## config.mk

```make
export PLATFORM = sky130hd
export DESIGN_NAME = timer16
export DESIGN_NICKNAME = d
export VERILOG_FILES = /design/src/verilog/input_prescaler.v /design/src/verilog/timer16.v
export VERILOG_INCLUDE_DIRS = /design/src /design/src/verilog
export SDC_FILE = /design/constraint.sdc
export NUM_CORES = 1
export LEC_CHECK = 0
export BUFFER_PORTS_ARGS = -buffer_cell sky130_fd_sc_hd__buf_4
export CORE_MARGIN = 2
export CORE_UTILIZATION = 40
export DETAILED_ROUTE_END_ITERATION = 6
export GPL_ROUTABILITY_DRIVEN = 0
export HOLD_SLACK_MARGIN = 0.06
export PLACE_DENSITY = 0.71
export RECOVER_POWER = 50
export SYNTH_ARGS = -nofsm -noshare
export SYNTH_HDL_FRONTEND = slang
export SYNTH_SLANG_ARGS = --single-unit
```

## constraint.sdc

```tcl
create_clock -name i_sys_clk -period 2.5 [get_ports i_sys_clk]
set_input_delay 0 -clock i_sys_clk [delete_from_list [all_inputs] [get_ports i_sys_clk]]
set_output_delay 0 -clock i_sys_clk [all_outputs]
set_load 0.01 [all_outputs]
```

## src/verilog/timer16_defines.vh

```
/*
  constants of the 16-bit timer/counter: register offsets,
  field positions, reset values and mode codes.
  assumes inclusion by bare name from the design files.
*/
`ifndef TIMER16_DEFINES_VH
`define TIMER16_DEFINES_VH

// ----------------------------------------
// register offsets (2-bit address)
// ----------------------------------------
`define OFS_CONTROL      2'h0
`define OFS_COUNT_LOW    2'h1
`define OFS_COUNT_HIGH   2'h2
`define OFS_FLAGS        2'h3

// ----------------------------------------
// control register fields
// ----------------------------------------
`define CTL_WIDE_ACCESS  7
`define CTL_TB_HIGH      6
`define CTL_PRE_HI       5
`define CTL_PRE_LO       4
`define CTL_TB_LOW       3
`define CTL_SYNC_BYPASS  2
`define CTL_CLK_SOURCE   1
`define CTL_COUNT_EN     0
`define CTL_RESET        8'h00

// ----------------------------------------
// flags register fields
// ----------------------------------------
`define FLG_OVERFLOW     0
`define FLG_IRQ_EN       1

// ----------------------------------------
// counter and timing constants
// ----------------------------------------
`define COUNT_RESET      16'h0000
`define COUNT_MAX        16'hFFFF
`define SPECIAL_EVENT    4'hB
`define INSTR_DIV_LAST   2'h3

`endif

```

## src/verilog/input_prescaler.v

```verilog
/*
  input prescaler: divides a tick stream by 1, 2, 4 or 8.
  assumes ticks are one-cycle pulses on the same clock.
*/
module input_prescaler
(
  input  wire       i_sys_clk,
  input  wire       i_srst,
  input  wire       i_tick,
  input  wire       i_clear,
  input  wire [1:0] i_ratio,
  output wire       o_pulse
);

  // ----------------------------------------
  // divide counter
  // ----------------------------------------
  reg  [2:0] div_q;   // running count of ticks
  reg  [2:0] mask;    // bits that must be set to pass

  // mask from ratio field
  always @*
  begin
    case (i_ratio)
      2'h3:    mask = 3'h7;   // 1:8
      2'h2:    mask = 3'h3;   // 1:4
      2'h1:    mask = 3'h1;   // 1:2
      default: mask = 3'h0;   // 1:1
    endcase
  end

  // pass a tick when the masked count is full
  assign o_pulse = i_tick && ((div_q & mask) == mask);

  // count ticks; clear on request
  always @(posedge i_sys_clk)
  begin
    if (i_srst || i_clear)
      div_q <= 3'h0;
    else if (i_tick)
      div_q <= div_q + 3'h1;
  end

endmodule

```

## src/verilog/timer16.v

```verilog
/*
  16-bit timer/counter with prescaler, buffered wide access,
  overflow flag and special event reset.
  assumes a one-cycle strobe register port, pins sampled here.
*/
// The implementer's own choices: the plain strobed port and the address map.
// Behaviour
// wide access bit buffers 16-bit access
// timebase bits pick counter per capture unit
// prescale field divides by 1,2,4,8
// sync bit chooses unsynchronised external clock
// internal source ignores sync bit
// source select; first falling edge arms counting
// count enable starts and holds counter
// timer, sync and async counter modes
// oscillator enabled: pins read zero
// low-byte read copies high byte into buffer
// buffered high byte loads on low write
// wide mode high byte only via buffer
// only low-byte writes clear prescaler
// counter wraps and latches overflow flag
// irq only when flag and enable set
// special event match resets counter
// software uses synced modes for event reset
// software write beats special event reset
// unit two event never sets flag
// software enables oscillator plus source select
// synced external clock via flop chain
// narrow mode high byte accessed directly
`include "timer16_defines.vh"

module timer16
(
  input  wire        i_sys_clk,
  input  wire        i_srst,
  input  wire [1:0]  i_addr,
  input  wire [7:0]  i_wdata,
  input  wire        i_wr,
  input  wire        i_rd,
  output reg  [7:0]  o_rdata_q,
  input  wire [1:0]  i_shared_pins,
  input  wire        i_aux_osc_clk,
  input  wire        i_aux_oscillator_enable,
  input  wire [3:0]  i_unit_one_mode_field,
  input  wire [3:0]  i_unit_two_mode_field,
  input  wire        i_unit_one_match,
  input  wire        i_unit_two_match,
  output reg  [15:0] o_count_q,
  output reg         o_unit_one_this_q,
  output reg         o_unit_two_this_q,
  output reg  [1:0]  o_pins_read_q,
  output reg         o_dir_ignored_q,
  output reg         o_irq_q
);

  // ----------------------------------------
  // registers
  // ----------------------------------------
  reg  [7:0]  ctrl_q;       // second_timer_control
  reg  [15:0] cnt_q;        // the counter itself
  reg  [7:0]  hbuf_q;       // high byte buffer
  reg         ovf_q;        // overflow_flag
  reg         irq_en_q;     // overflow_irq_enable
  reg  [1:0]  phase_q;      // instruction cycle divider
  reg  [2:0]  s1_q;         // pin sync stage 1
  reg  [2:0]  s2_q;         // pin sync stage 2
  reg  [2:0]  s3_q;         // pin sync stage 3
  reg  [2:0]  lvl_q;        // agreed pin levels
  reg         src_prev_q;   // previous external level
  reg         armed_q;      // falling edge seen

  // ----------------------------------------
  // control fields
  // ----------------------------------------
  wire        wide     = ctrl_q[`CTL_WIDE_ACCESS];
  wire        tb_hi    = ctrl_q[`CTL_TB_HIGH];
  wire        tb_lo    = ctrl_q[`CTL_TB_LOW];
  wire [1:0]  ratio    = {ctrl_q[`CTL_PRE_HI], ctrl_q[`CTL_PRE_LO]};
  wire        bypass   = ctrl_q[`CTL_SYNC_BYPASS];
  wire        ext_sel  = ctrl_q[`CTL_CLK_SOURCE];
  wire        run      = ctrl_q[`CTL_COUNT_EN];

  // ----------------------------------------
  // bus decode
  // ----------------------------------------
  wire wr_ctrl  = i_wr && (i_addr == `OFS_CONTROL);
  wire wr_low   = i_wr && (i_addr == `OFS_COUNT_LOW);
  wire wr_high  = i_wr && (i_addr == `OFS_COUNT_HIGH);
  wire wr_flags = i_wr && (i_addr == `OFS_FLAGS);
  wire rd_low   = i_rd && (i_addr == `OFS_COUNT_LOW);

  // ----------------------------------------
  // pin synchronisers
  // ----------------------------------------
  // bit 0: shared pin with count input
  // bit 1: oscillator input pin
  // bit 2: oscillator clock
  wire [2:0] pin_raw = {i_aux_osc_clk, i_shared_pins};

  genvar g;
  generate
    for (g = 0; g < 3; g = g + 1)
    begin : g_sync
      // three flops; level moves once stage 2 and 3 agree
      always @(posedge i_sys_clk)
      begin
        if (i_srst)
        begin
          s1_q[g]  <= 1'b0;
          s2_q[g]  <= 1'b0;
          s3_q[g]  <= 1'b0;
          lvl_q[g] <= 1'b0;
        end
        else
        begin
          s1_q[g] <= pin_raw[g];
          s2_q[g] <= s1_q[g];
          s3_q[g] <= s2_q[g];
          if (s2_q[g] == s3_q[g])
            lvl_q[g] <= s2_q[g];
        end
      end
    end
  endgenerate

  // ----------------------------------------
  // external source selection
  // ----------------------------------------
  // oscillator when enabled, else count input pin
  wire ext_fast = i_aux_oscillator_enable ? s3_q[2] : s3_q[0];
  wire ext_filt = i_aux_oscillator_enable ? lvl_q[2] : lvl_q[0];

  // unsynchronised path skips the agreement filter
  wire ext_lvl  = bypass ? ext_fast : ext_filt;

  wire ext_rise = ext_lvl && !src_prev_q;
  wire ext_fall = !ext_lvl && src_prev_q;

  // ----------------------------------------
  // edge tracking and arming
  // ----------------------------------------
  // rising edges count only after a falling edge
  always @(posedge i_sys_clk)
  begin
    if (i_srst)
    begin
      src_prev_q <= 1'b0;
      armed_q    <= 1'b0;
    end
    else
    begin
      src_prev_q <= ext_lvl;
      if (!ext_sel || !run)
        armed_q <= 1'b0;
      else if (ext_fall)
        armed_q <= 1'b1;
    end
  end

  // ----------------------------------------
  // instruction cycle divider
  // ----------------------------------------
  // one tick per four core clocks
  always @(posedge i_sys_clk)
  begin
    if (i_srst)
      phase_q <= 2'h0;
    else
      phase_q <= phase_q + 2'h1;
  end

  wire int_tick = (phase_q == `INSTR_DIV_LAST);

  // ----------------------------------------
  // count tick
  // ----------------------------------------
  // internal source ignores the sync bit
  wire raw_tick = ext_sel ? (ext_rise && armed_q)
                          : int_tick;
  wire gate_tick = run && raw_tick;

  wire pre_pulse;

  // prescaler clears only on low-byte writes
  input_prescaler u_pre
  (
    .i_sys_clk (i_sys_clk),
    .i_srst    (i_srst),
    .i_tick    (gate_tick),
    .i_clear   (wr_low),
    .i_ratio   (ratio),
    .o_pulse   (pre_pulse)
  );

  // ----------------------------------------
  // timebase selection
  // ----------------------------------------
  // 1x: both units; 01: unit two; 00: none
  wire one_this = tb_hi;
  wire two_this = tb_hi || tb_lo;

  // special event from a unit using this counter
  wire ev_one = one_this && i_unit_one_match &&
                (i_unit_one_mode_field == `SPECIAL_EVENT);
  wire ev_two = two_this && i_unit_two_match &&
                (i_unit_two_mode_field == `SPECIAL_EVENT);
  wire ev_rst = ev_one || ev_two;

  // wrap only from an increment, never a reset or a write
  wire cnt_load = wr_low || (wr_high && !wide);
  wire wrap = pre_pulse && !ev_rst && !cnt_load &&
              (cnt_q == `COUNT_MAX);

  // ----------------------------------------
  // counter
  // ----------------------------------------
  // writes first, then event reset, then count
  always @(posedge i_sys_clk)
  begin
    if (i_srst)
      cnt_q <= `COUNT_RESET;
    else if (wr_low)
    begin
      if (wide)
        cnt_q <= {hbuf_q, i_wdata};
      else
        cnt_q <= {cnt_q[15:8], i_wdata};
    end
    else if (wr_high && !wide)
      cnt_q[15:8] <= i_wdata;
    else if (ev_rst)
      cnt_q <= `COUNT_RESET;
    else if (pre_pulse)
      cnt_q <= cnt_q + 16'h0001;
  end

  // ----------------------------------------
  // high byte buffer
  // ----------------------------------------
  // only used in wide mode
  always @(posedge i_sys_clk)
  begin
    if (i_srst)
      hbuf_q <= 8'h00;
    else if (wide && wr_high)
      hbuf_q <= i_wdata;
    else if (wide && rd_low)
      hbuf_q <= cnt_q[15:8];
  end

  // ----------------------------------------
  // control register
  // ----------------------------------------
  always @(posedge i_sys_clk)
  begin
    if (i_srst)
      ctrl_q <= `CTL_RESET;
    else if (wr_ctrl)
      ctrl_q <= i_wdata;
  end

  // ----------------------------------------
  // flags register
  // ----------------------------------------
  // overflow set wins over a software clear
  always @(posedge i_sys_clk)
  begin
    if (i_srst)
    begin
      ovf_q    <= 1'b0;
      irq_en_q <= 1'b0;
    end
    else
    begin
      if (wrap)
        ovf_q <= 1'b1;
      else if (wr_flags)
        ovf_q <= i_wdata[`FLG_OVERFLOW];
      if (wr_flags)
        irq_en_q <= i_wdata[`FLG_IRQ_EN];
    end
  end

  // ----------------------------------------
  // read data
  // ----------------------------------------
  // data stand in the cycle after the strobe
  always @(posedge i_sys_clk)
  begin
    if (i_srst)
      o_rdata_q <= 8'h00;
    else if (i_rd)
    begin
      case (i_addr)
        `OFS_CONTROL:
          o_rdata_q <= ctrl_q;
        `OFS_COUNT_LOW:
          o_rdata_q <= cnt_q[7:0];
        `OFS_COUNT_HIGH:
        begin
          if (wide)
            o_rdata_q <= hbuf_q;
          else
            o_rdata_q <= cnt_q[15:8];
        end
        `OFS_FLAGS:
          o_rdata_q <= {6'h00, irq_en_q, ovf_q};
        default:
          o_rdata_q <= 8'h00;
      endcase
    end
    else
      o_rdata_q <= 8'h00;
  end

  // ----------------------------------------
  // outputs
  // ----------------------------------------
  // registered views for the capture units and pins
  always @(posedge i_sys_clk)
  begin
    if (i_srst)
    begin
      o_count_q         <= `COUNT_RESET;
      o_unit_one_this_q <= 1'b0;
      o_unit_two_this_q <= 1'b0;
      o_pins_read_q     <= 2'h0;
      o_dir_ignored_q   <= 1'b0;
      o_irq_q           <= 1'b0;
    end
    else
    begin
      o_count_q         <= cnt_q;
      o_unit_one_this_q <= one_this;
      o_unit_two_this_q <= two_this;
      // oscillator owns both pins: read zero
      if (i_aux_oscillator_enable)
        o_pins_read_q <= 2'h0;
      else
        o_pins_read_q <= lvl_q[1:0];
      o_dir_ignored_q   <= i_aux_oscillator_enable;
      o_irq_q           <= ovf_q && irq_en_q;
    end
  end

endmodule

```

After elaboration in Yosys (flattened, before gate mapping)
Cells that the tools add are included.
{"block": "totals", "output_inout_bits": 30, "mem_bits_ro": 0, "latchBits": 0, "in_bits": 28, "mem_count": 0, "mem_bits_rw": 0, "ff_bits": 83}
{"block": "classes", "div_mod_pow": 0, "n_shift": 0, "mux": 17, "magnitude_cmp": 0, "n_eq_ne": 16, "add_sub_neg": 3, "mul": 0, "n_reduce_logical": 43, "bitwise_logic": 2}
{"cell": "$mux 16", "count": 4}
{"cell": "$mux 8", "count": 5}
{"cell": "$pmux 8 s4", "count": 1}
{"cell": "$logic_and 1x1->1", "count": 21}
{"cell": "$add 16x1->16 const B", "count": 1}
{"cell": "$eq 16x16->1 const B", "count": 1}
{"cell": "$eq 2x2->1 const B", "count": 5}
{"cell": "$pmux 3 s3", "count": 1}
{"cell": "$eq 4x4->1 const B", "count": 2}
{"cell": "$logic_not 1->1", "count": 7}
{"cell": "$mux 1", "count": 6}
{"cell": "$reduce_or 2->1", "count": 3}
{"cell": "$logic_or 1x1->1", "count": 5}
{"cell": "$eq 2x1->1 const B", "count": 2}
{"cell": "$reduce_and 2->1", "count": 2}
{"cell": "$reduce_bool 2->1", "count": 2}
{"cell": "$reduce_bool 4->1", "count": 1}
{"cell": "$add 3x1->3 const B", "count": 1}
{"cell": "$and 3x3->3", "count": 1}
{"cell": "$eq 1x1->1", "count": 3}
{"cell": "$eq 3x3->1", "count": 1}
{"cell": "$reduce_bool 3->1", "count": 1}
{"cell": "$add 2x1->2 const B", "count": 1}
{"cell": "$logic_not 2->1", "count": 1}
{"cell": "other kinds (3)", "count": 3}

Logic depth before layout (Yosys ltp)
{"block": "depth", "depth_word": 11, "mapped_depth": 8, "mapped_depth_nobuf": 7}

Hierarchy
From an unflattened synthesis, not the netlist that was laid out.
{"block": "unflattened", "cells_unflattened": 403, "hier_area_um2": 3659.8}
{"module": "timer16", "instances": 1, "seq_area_each_um2": 1601.5, "cells_per_inst": 387, "area_per_inst_um2": 3500.9}
{"module": "input_prescaler", "instances": 1, "seq_area_each_um2": 60.1, "cells_per_inst": 16, "area_per_inst_um2": 158.9}

Worst setup path before layout
OpenSTA, ideal clock, no wires.
{"block": "synth_path", "kind": "register to register", "from": "register ctrl_q[2]", "to": "register cnt_q[0]", "path_buffers": 2, "period_less_slack_ns": 2.027, "path_slack_ns": 0.473, "arrival_time_ns": 1.894, "required_time_ns": 2.367, "stages_incl_launch_ff": 9, "setup_time_ns": 0.133, "cell_sequence": "dfxtp_1 > mux4_2 > a32o_1 > and4_4 > buf_6 > o21ba_1 > buf_6 > nor2_1 > a211oi_2"}
{"block": "synth_between", "elab_chain_cells": 8}
{"element": "start, declared", "line": "timer16.v:59", "rtl": "reg [7:0] ctrl_q;"}
{"element": "start signal, assigned", "line": "timer16.v:257", "rtl": "ctrl_q <= `CTL_RESET;"}
{"element": "start signal, assigned", "line": "timer16.v:259", "rtl": "ctrl_q <= i_wdata;"}
{"element": "$mux 1", "line": "timer16.v:134", "rtl": "wire ext_lvl = bypass ? ext_fast : ext_filt;"}
{"element": "$logic_and 1x1->1", "line": "timer16.v:136", "rtl": "wire ext_rise = ext_lvl && !src_prev_q;"}
{"element": "$logic_and 1x1->1", "line": "timer16.v:178", "rtl": "wire raw_tick = ext_sel ? (ext_rise && armed_q)"}
{"element": "$mux 1", "line": "timer16.v:178"}
{"element": "$logic_and 1x1->1", "line": "timer16.v:180", "rtl": "wire gate_tick = run && raw_tick;"}
{"element": "$logic_and 1x1->1", "line": "input_prescaler.v:33", "rtl": "assign o_pulse = i_tick && ((div_q & mask) == mask);"}
{"element": "$reduce_bool 3->1 (no line)"}
{"element": "$reduce_and 2->1 (no line)"}
{"element": "end signal, assigned", "line": "timer16.v:221", "rtl": "cnt_q <= `COUNT_RESET;"}
{"element": "end signal, assigned", "line": "timer16.v:225", "rtl": "cnt_q <= {hbuf_q, i_wdata};"}
{"element": "end signal, assigned", "line": "timer16.v:227", "rtl": "cnt_q <= {cnt_q[15:8], i_wdata};"}
{"element": "end, declared", "line": "timer16.v:60", "rtl": "reg [15:0] cnt_q;"}
No other way between the ends.
A chain may end at the register's enable or synchronous reset.

Final worst setup path
{"block": "layout_path", "from": "register ctrl_q[6]", "to": "register cnt_q[0]"}
{"block": "layout_between", "elab_chain_cells": 7, "word_cells_on_any_way": 11, "classes_between": "mux: 3; reduce/logical: 8"}
{"element": "$logic_or 1x1->1", "line": "timer16.v:200", "rtl": "wire two_this = tb_hi || tb_lo;"}
{"element": "$logic_and 1x1->1 (2 in a row)", "line": "timer16.v:205", "rtl": "wire ev_two = two_this && i_unit_two_match &&"}
{"element": "$logic_or 1x1->1 (*)", "line": "timer16.v:207", "rtl": "wire ev_rst = ev_one || ev_two;"}
{"element": "$mux 16", "line": "timer16.v:231", "rtl": "else if (ev_rst)"}
{"element": "$mux 8", "line": "timer16.v:229", "rtl": "else if (wr_high && !wide)"}
{"element": "$mux 16", "line": "timer16.v:222", "rtl": "else if (wr_low)"}
{"element": "end signal, assigned", "line": "timer16.v:221"}
{"element": "end signal, assigned", "line": "timer16.v:225"}
{"element": "end signal, assigned", "line": "timer16.v:232", "rtl": "cnt_q <= `COUNT_RESET;"}
Every way passes the cells marked *; elsewhere a longest branch is shown, timed or not. The select of a mux whose other input is x is not followed.

==> impl_results.md <==
- RSZ-0062 raised after global routing: false
- CP Max Fanout: 10
- Slowest stage cell, crit path: or4b_2
- Met2 wire len: 4340 µm
- Pin slew with the least headroom to its limit: 1.54 ns
- Register area: between 1500 and 2000 µm²
- Routed Antenna Nets: 0
- Total GRT Usage: 19.0%
- Share of the synthesized area in the top cell type: 45.7%
- Global-route wire length before repair: 14600 µm
- Worst Path Required: between 2 and 3 ns
- Tcrit/Tclk final: 87.9%
- Latest clock arrival within the worst-skew pair: roughly 0.36 ns
- Clock Skews: 0.0137 ns
- Iteration-0 DRC Markers: 328
- Internal: 2260 µW
- Hpwl dp: 6490 µm
- Slew Limit Headroom: -2.45%
- Pins Over Slew Limit: 38
- Initial antenna violation count: 0
- Max-cap viol count: 1
- Post-synthesis cell count: 396
- Layout net count: a little under 500
- CP most frequent cell: nor2_1
- Die height: 99.3 µm
- Setup TNS: 0 ns
- # diodes: 0
- Pin count of the biggest net entering global routing: 41
- Via count: 3125
- Vias in the first global route: about 2.9k
- Worst stage delay on the critical path: 0.73 ns
- Fmax: 455 MHz
- LEAKAGE: 0.00168 µW
- Seq/Total Area, Yosys: 45.7%
- Warning count from the yosys run: 0
- Wire length on met3: 702 µm
- Yosys reg bits: 83
- Final instance area: approximately 4400 µm²
- Io pins: 58
- Hold Slack: 0.0819 ns
- Die W: approximately 99 µm
- Drt first pass iters: 5
- Commonest cells post-synth: 83 x dfxtp_1, 46 x nor2_1, 35 x nand2_1
- H-tree levels: 3
- Syn Area/Cell: 9.18 µm²
- Clk network pwr share: between 40 and 50%
- Fin crit period: 2.20 ns
- Setup Buffers After CTS: 0
- Placed Area: 4160 µm²
- Cell variety after synth: 52
- CTS tree: built
- Vias per inst: between 5 and 6
- Status: finished with violations
- Dominant cell type by area after synthesis: dfxtp_1
- Max VDD drop: 0.306 mV
- Pwr Density: 657 nW/µm²
- Switching pwr: 666 µW
- Leading cell type by number of instances after synthesis: dfxtp_1
- Initial core utilization: between 40 and 50%
- Failing checks: max-capacitance violations, max-slew violations
- CTS root buffer: clkbuf_8
- # setup viols final: 0
- Critical path capture point type: flip-flop
- Post-synth EDFFs: 0
- CTS Hold Bufs: 13
- CTS sink count: between 80 and 90
- M1 WL: 4160 µm
- Async set-reset flop share out of synthesis: 0%
- Inserted Clock Buffers: 9
- Hold WC Path Type: in2reg
- Clock Pin Slew Worst Setup and Hold Paths: approximately 0.10 ns
- Final Hold Vio Count: 0
- Share of layout cells above drive strength 1: 14.5%
- DRC: 0
- Startpoint type of the worst setup path: flip-flop
- Mapped Area: 3640 µm²
- CTS Buffer Depth: 2
- Switching Fraction: 22.8%
- Layout fillers: around 830
- Top cells by area, synth: dfxtp_1 46%, mux2i_1 6.1%, nor2b_1 5.3%
- Sequential power share: between 40 and 50%
- Die area: just under 10000 µm²
- Post-Route WL: 9420 µm
- Comb pwr share: 8.4%
- PortBufs: 57
- Drt wl/cell: 16.3 µm
- Area delta synth->final: 22.3%
- Syn Nets: 427
- Cell Rows: 34
- Area of the multi-input gates: 1830 µm²
- Crit path DAT: between 2 and 2.5 ns
- Post-CTS sizing: 0
- Ys flop type: dfxtp_1
- Critical Path, Cell by Cell: nor2_1 > or4b_2 > nand3_2 > o21ba_1 > nor2_1 > a211oi_2
- Core Region: just under 9000 µm²
- WS Path Type: reg2reg
- Top Metal Used: met4
- GRT overflow: 0
==> registers in the layout (all words and copies together), names as in the netlist <==
| signal | cells |
|---|---|
| s2_q | 3 |
| s3_q | 3 |
| s1_q | 3 |
| hbuf_q | 8 |
| ctrl_q | 8 |
| o_irq_q | 1 |
| ovf_q | 1 |
| src_prev_q | 1 |
| cnt_q | 16 |
| lvl_q | 3 |
| irq_en_q | 1 |
| o_unit_two_this_q | 1 |
| armed_q | 1 |
| o_count_q | 16 |
| u_pre.div_q | 3 |
| o_dir_ignored_q | 1 |
| o_unit_one_this_q | 1 |
| o_rdata_q | 8 |
| o_pins_read_q | 2 |
| phase_q | 2 |
==> worst max-delay path: cells and delay by family (launching register included) <==
kind	cells	cell delay, ns
and+or+nand+nor	4	1.13
AOI/OAI and AO/OA	2	0.58
DFF	1	0.39
==> logic make-up (layout without fill, tap and decap cells) <==
logic type               after synthesis  after routing  synth area share, %
XOR/XNOR                               9              9                 2.17
multiplexers                          27             27                 8.53
AO/OA/AOI/OAI                         77             77                 15.6
flip-flops                            83             83                 45.7
AND/OR/NAND/NOR                      165            165                 23.1
adder cells (fa/ha/maj)                3              3                 1.03
buffers and inverters                 32            105                 3.96
==> power by group through the flow <==
stage	logic, µW	registers (µW)	clock network [µW]
2_1_floorplan	140	1410	0
3_3_place_gp	230	1410	0
3_5_place_dp	233	1410	0
4_1_cts	250	1380	1310
5_1_grt	265	1380	1360
6_report	246	1380	1300
==> cell usage in the layout, fill, tap and decap left out, types with 9 or more instances in the layout <==
cell type	n
buf_4	35
o21ai_0	12
dfxtp_1	83
nand2_1	35
nor2b_1	31
inv_1	10
mux2i_1	22
clkbuf_8	10
nor3_1	10
and2_1	9
a21oi_1	20
dlygate4sd3_1	13
clkbuf_1	31
nor2_1	46
==> metrics by stage <==
step                      power [µW]  util, %  std cells  setup WS, ns
after global placement          1640     47.5        548         0.407
final                           2920     50.8        577         0.301
after floorplan                 1550        -        396         0.473
after detailed placement        1640     47.5        548         0.363
after CTS                       2940     52.1        577         0.344
after global routing            3010     50.8        577         0.171
==> final timing paths <==
check	start	to	slack (ns)	depth (start not counted)
setup reg to reg	ctrl_q[6]$_SDFFE_PP0P_	cnt_q[0]$_SDFFE_PP0P_	0.30	6
hold / removal	i_addr[1]	o_rdata_q[6]$_SDFF_PP0_	0.08	3
hold reg to reg	phase_q[0]$_SDFF_PP0_	phase_q[0]$_SDFF_PP0_	0.42	1
setup / recovery	ctrl_q[6]$_SDFFE_PP0P_	cnt_q[0]$_SDFFE_PP0P_	0.30	6
==> routing by layer <==
layer	global-route usage (%)	vias to the layer above
met5	0	-
met4	8.22	0
met3	3.72	17
met2	29.5	141
met1	25.9	1441
li1	-	1526
==> layout make-up <==
cell class                 instances  share of cell area [%]
clock buffer                      10                    3.09
clock inverter                     6                    3.07
inverter                          10                   0.844
multi-input combinational        281                    41.2
sequential                        83                    37.4
tap                              108                    3.04
timing repair buffer              79                    11.4
No activity file was read; power rests on OpenSTA's default activity.
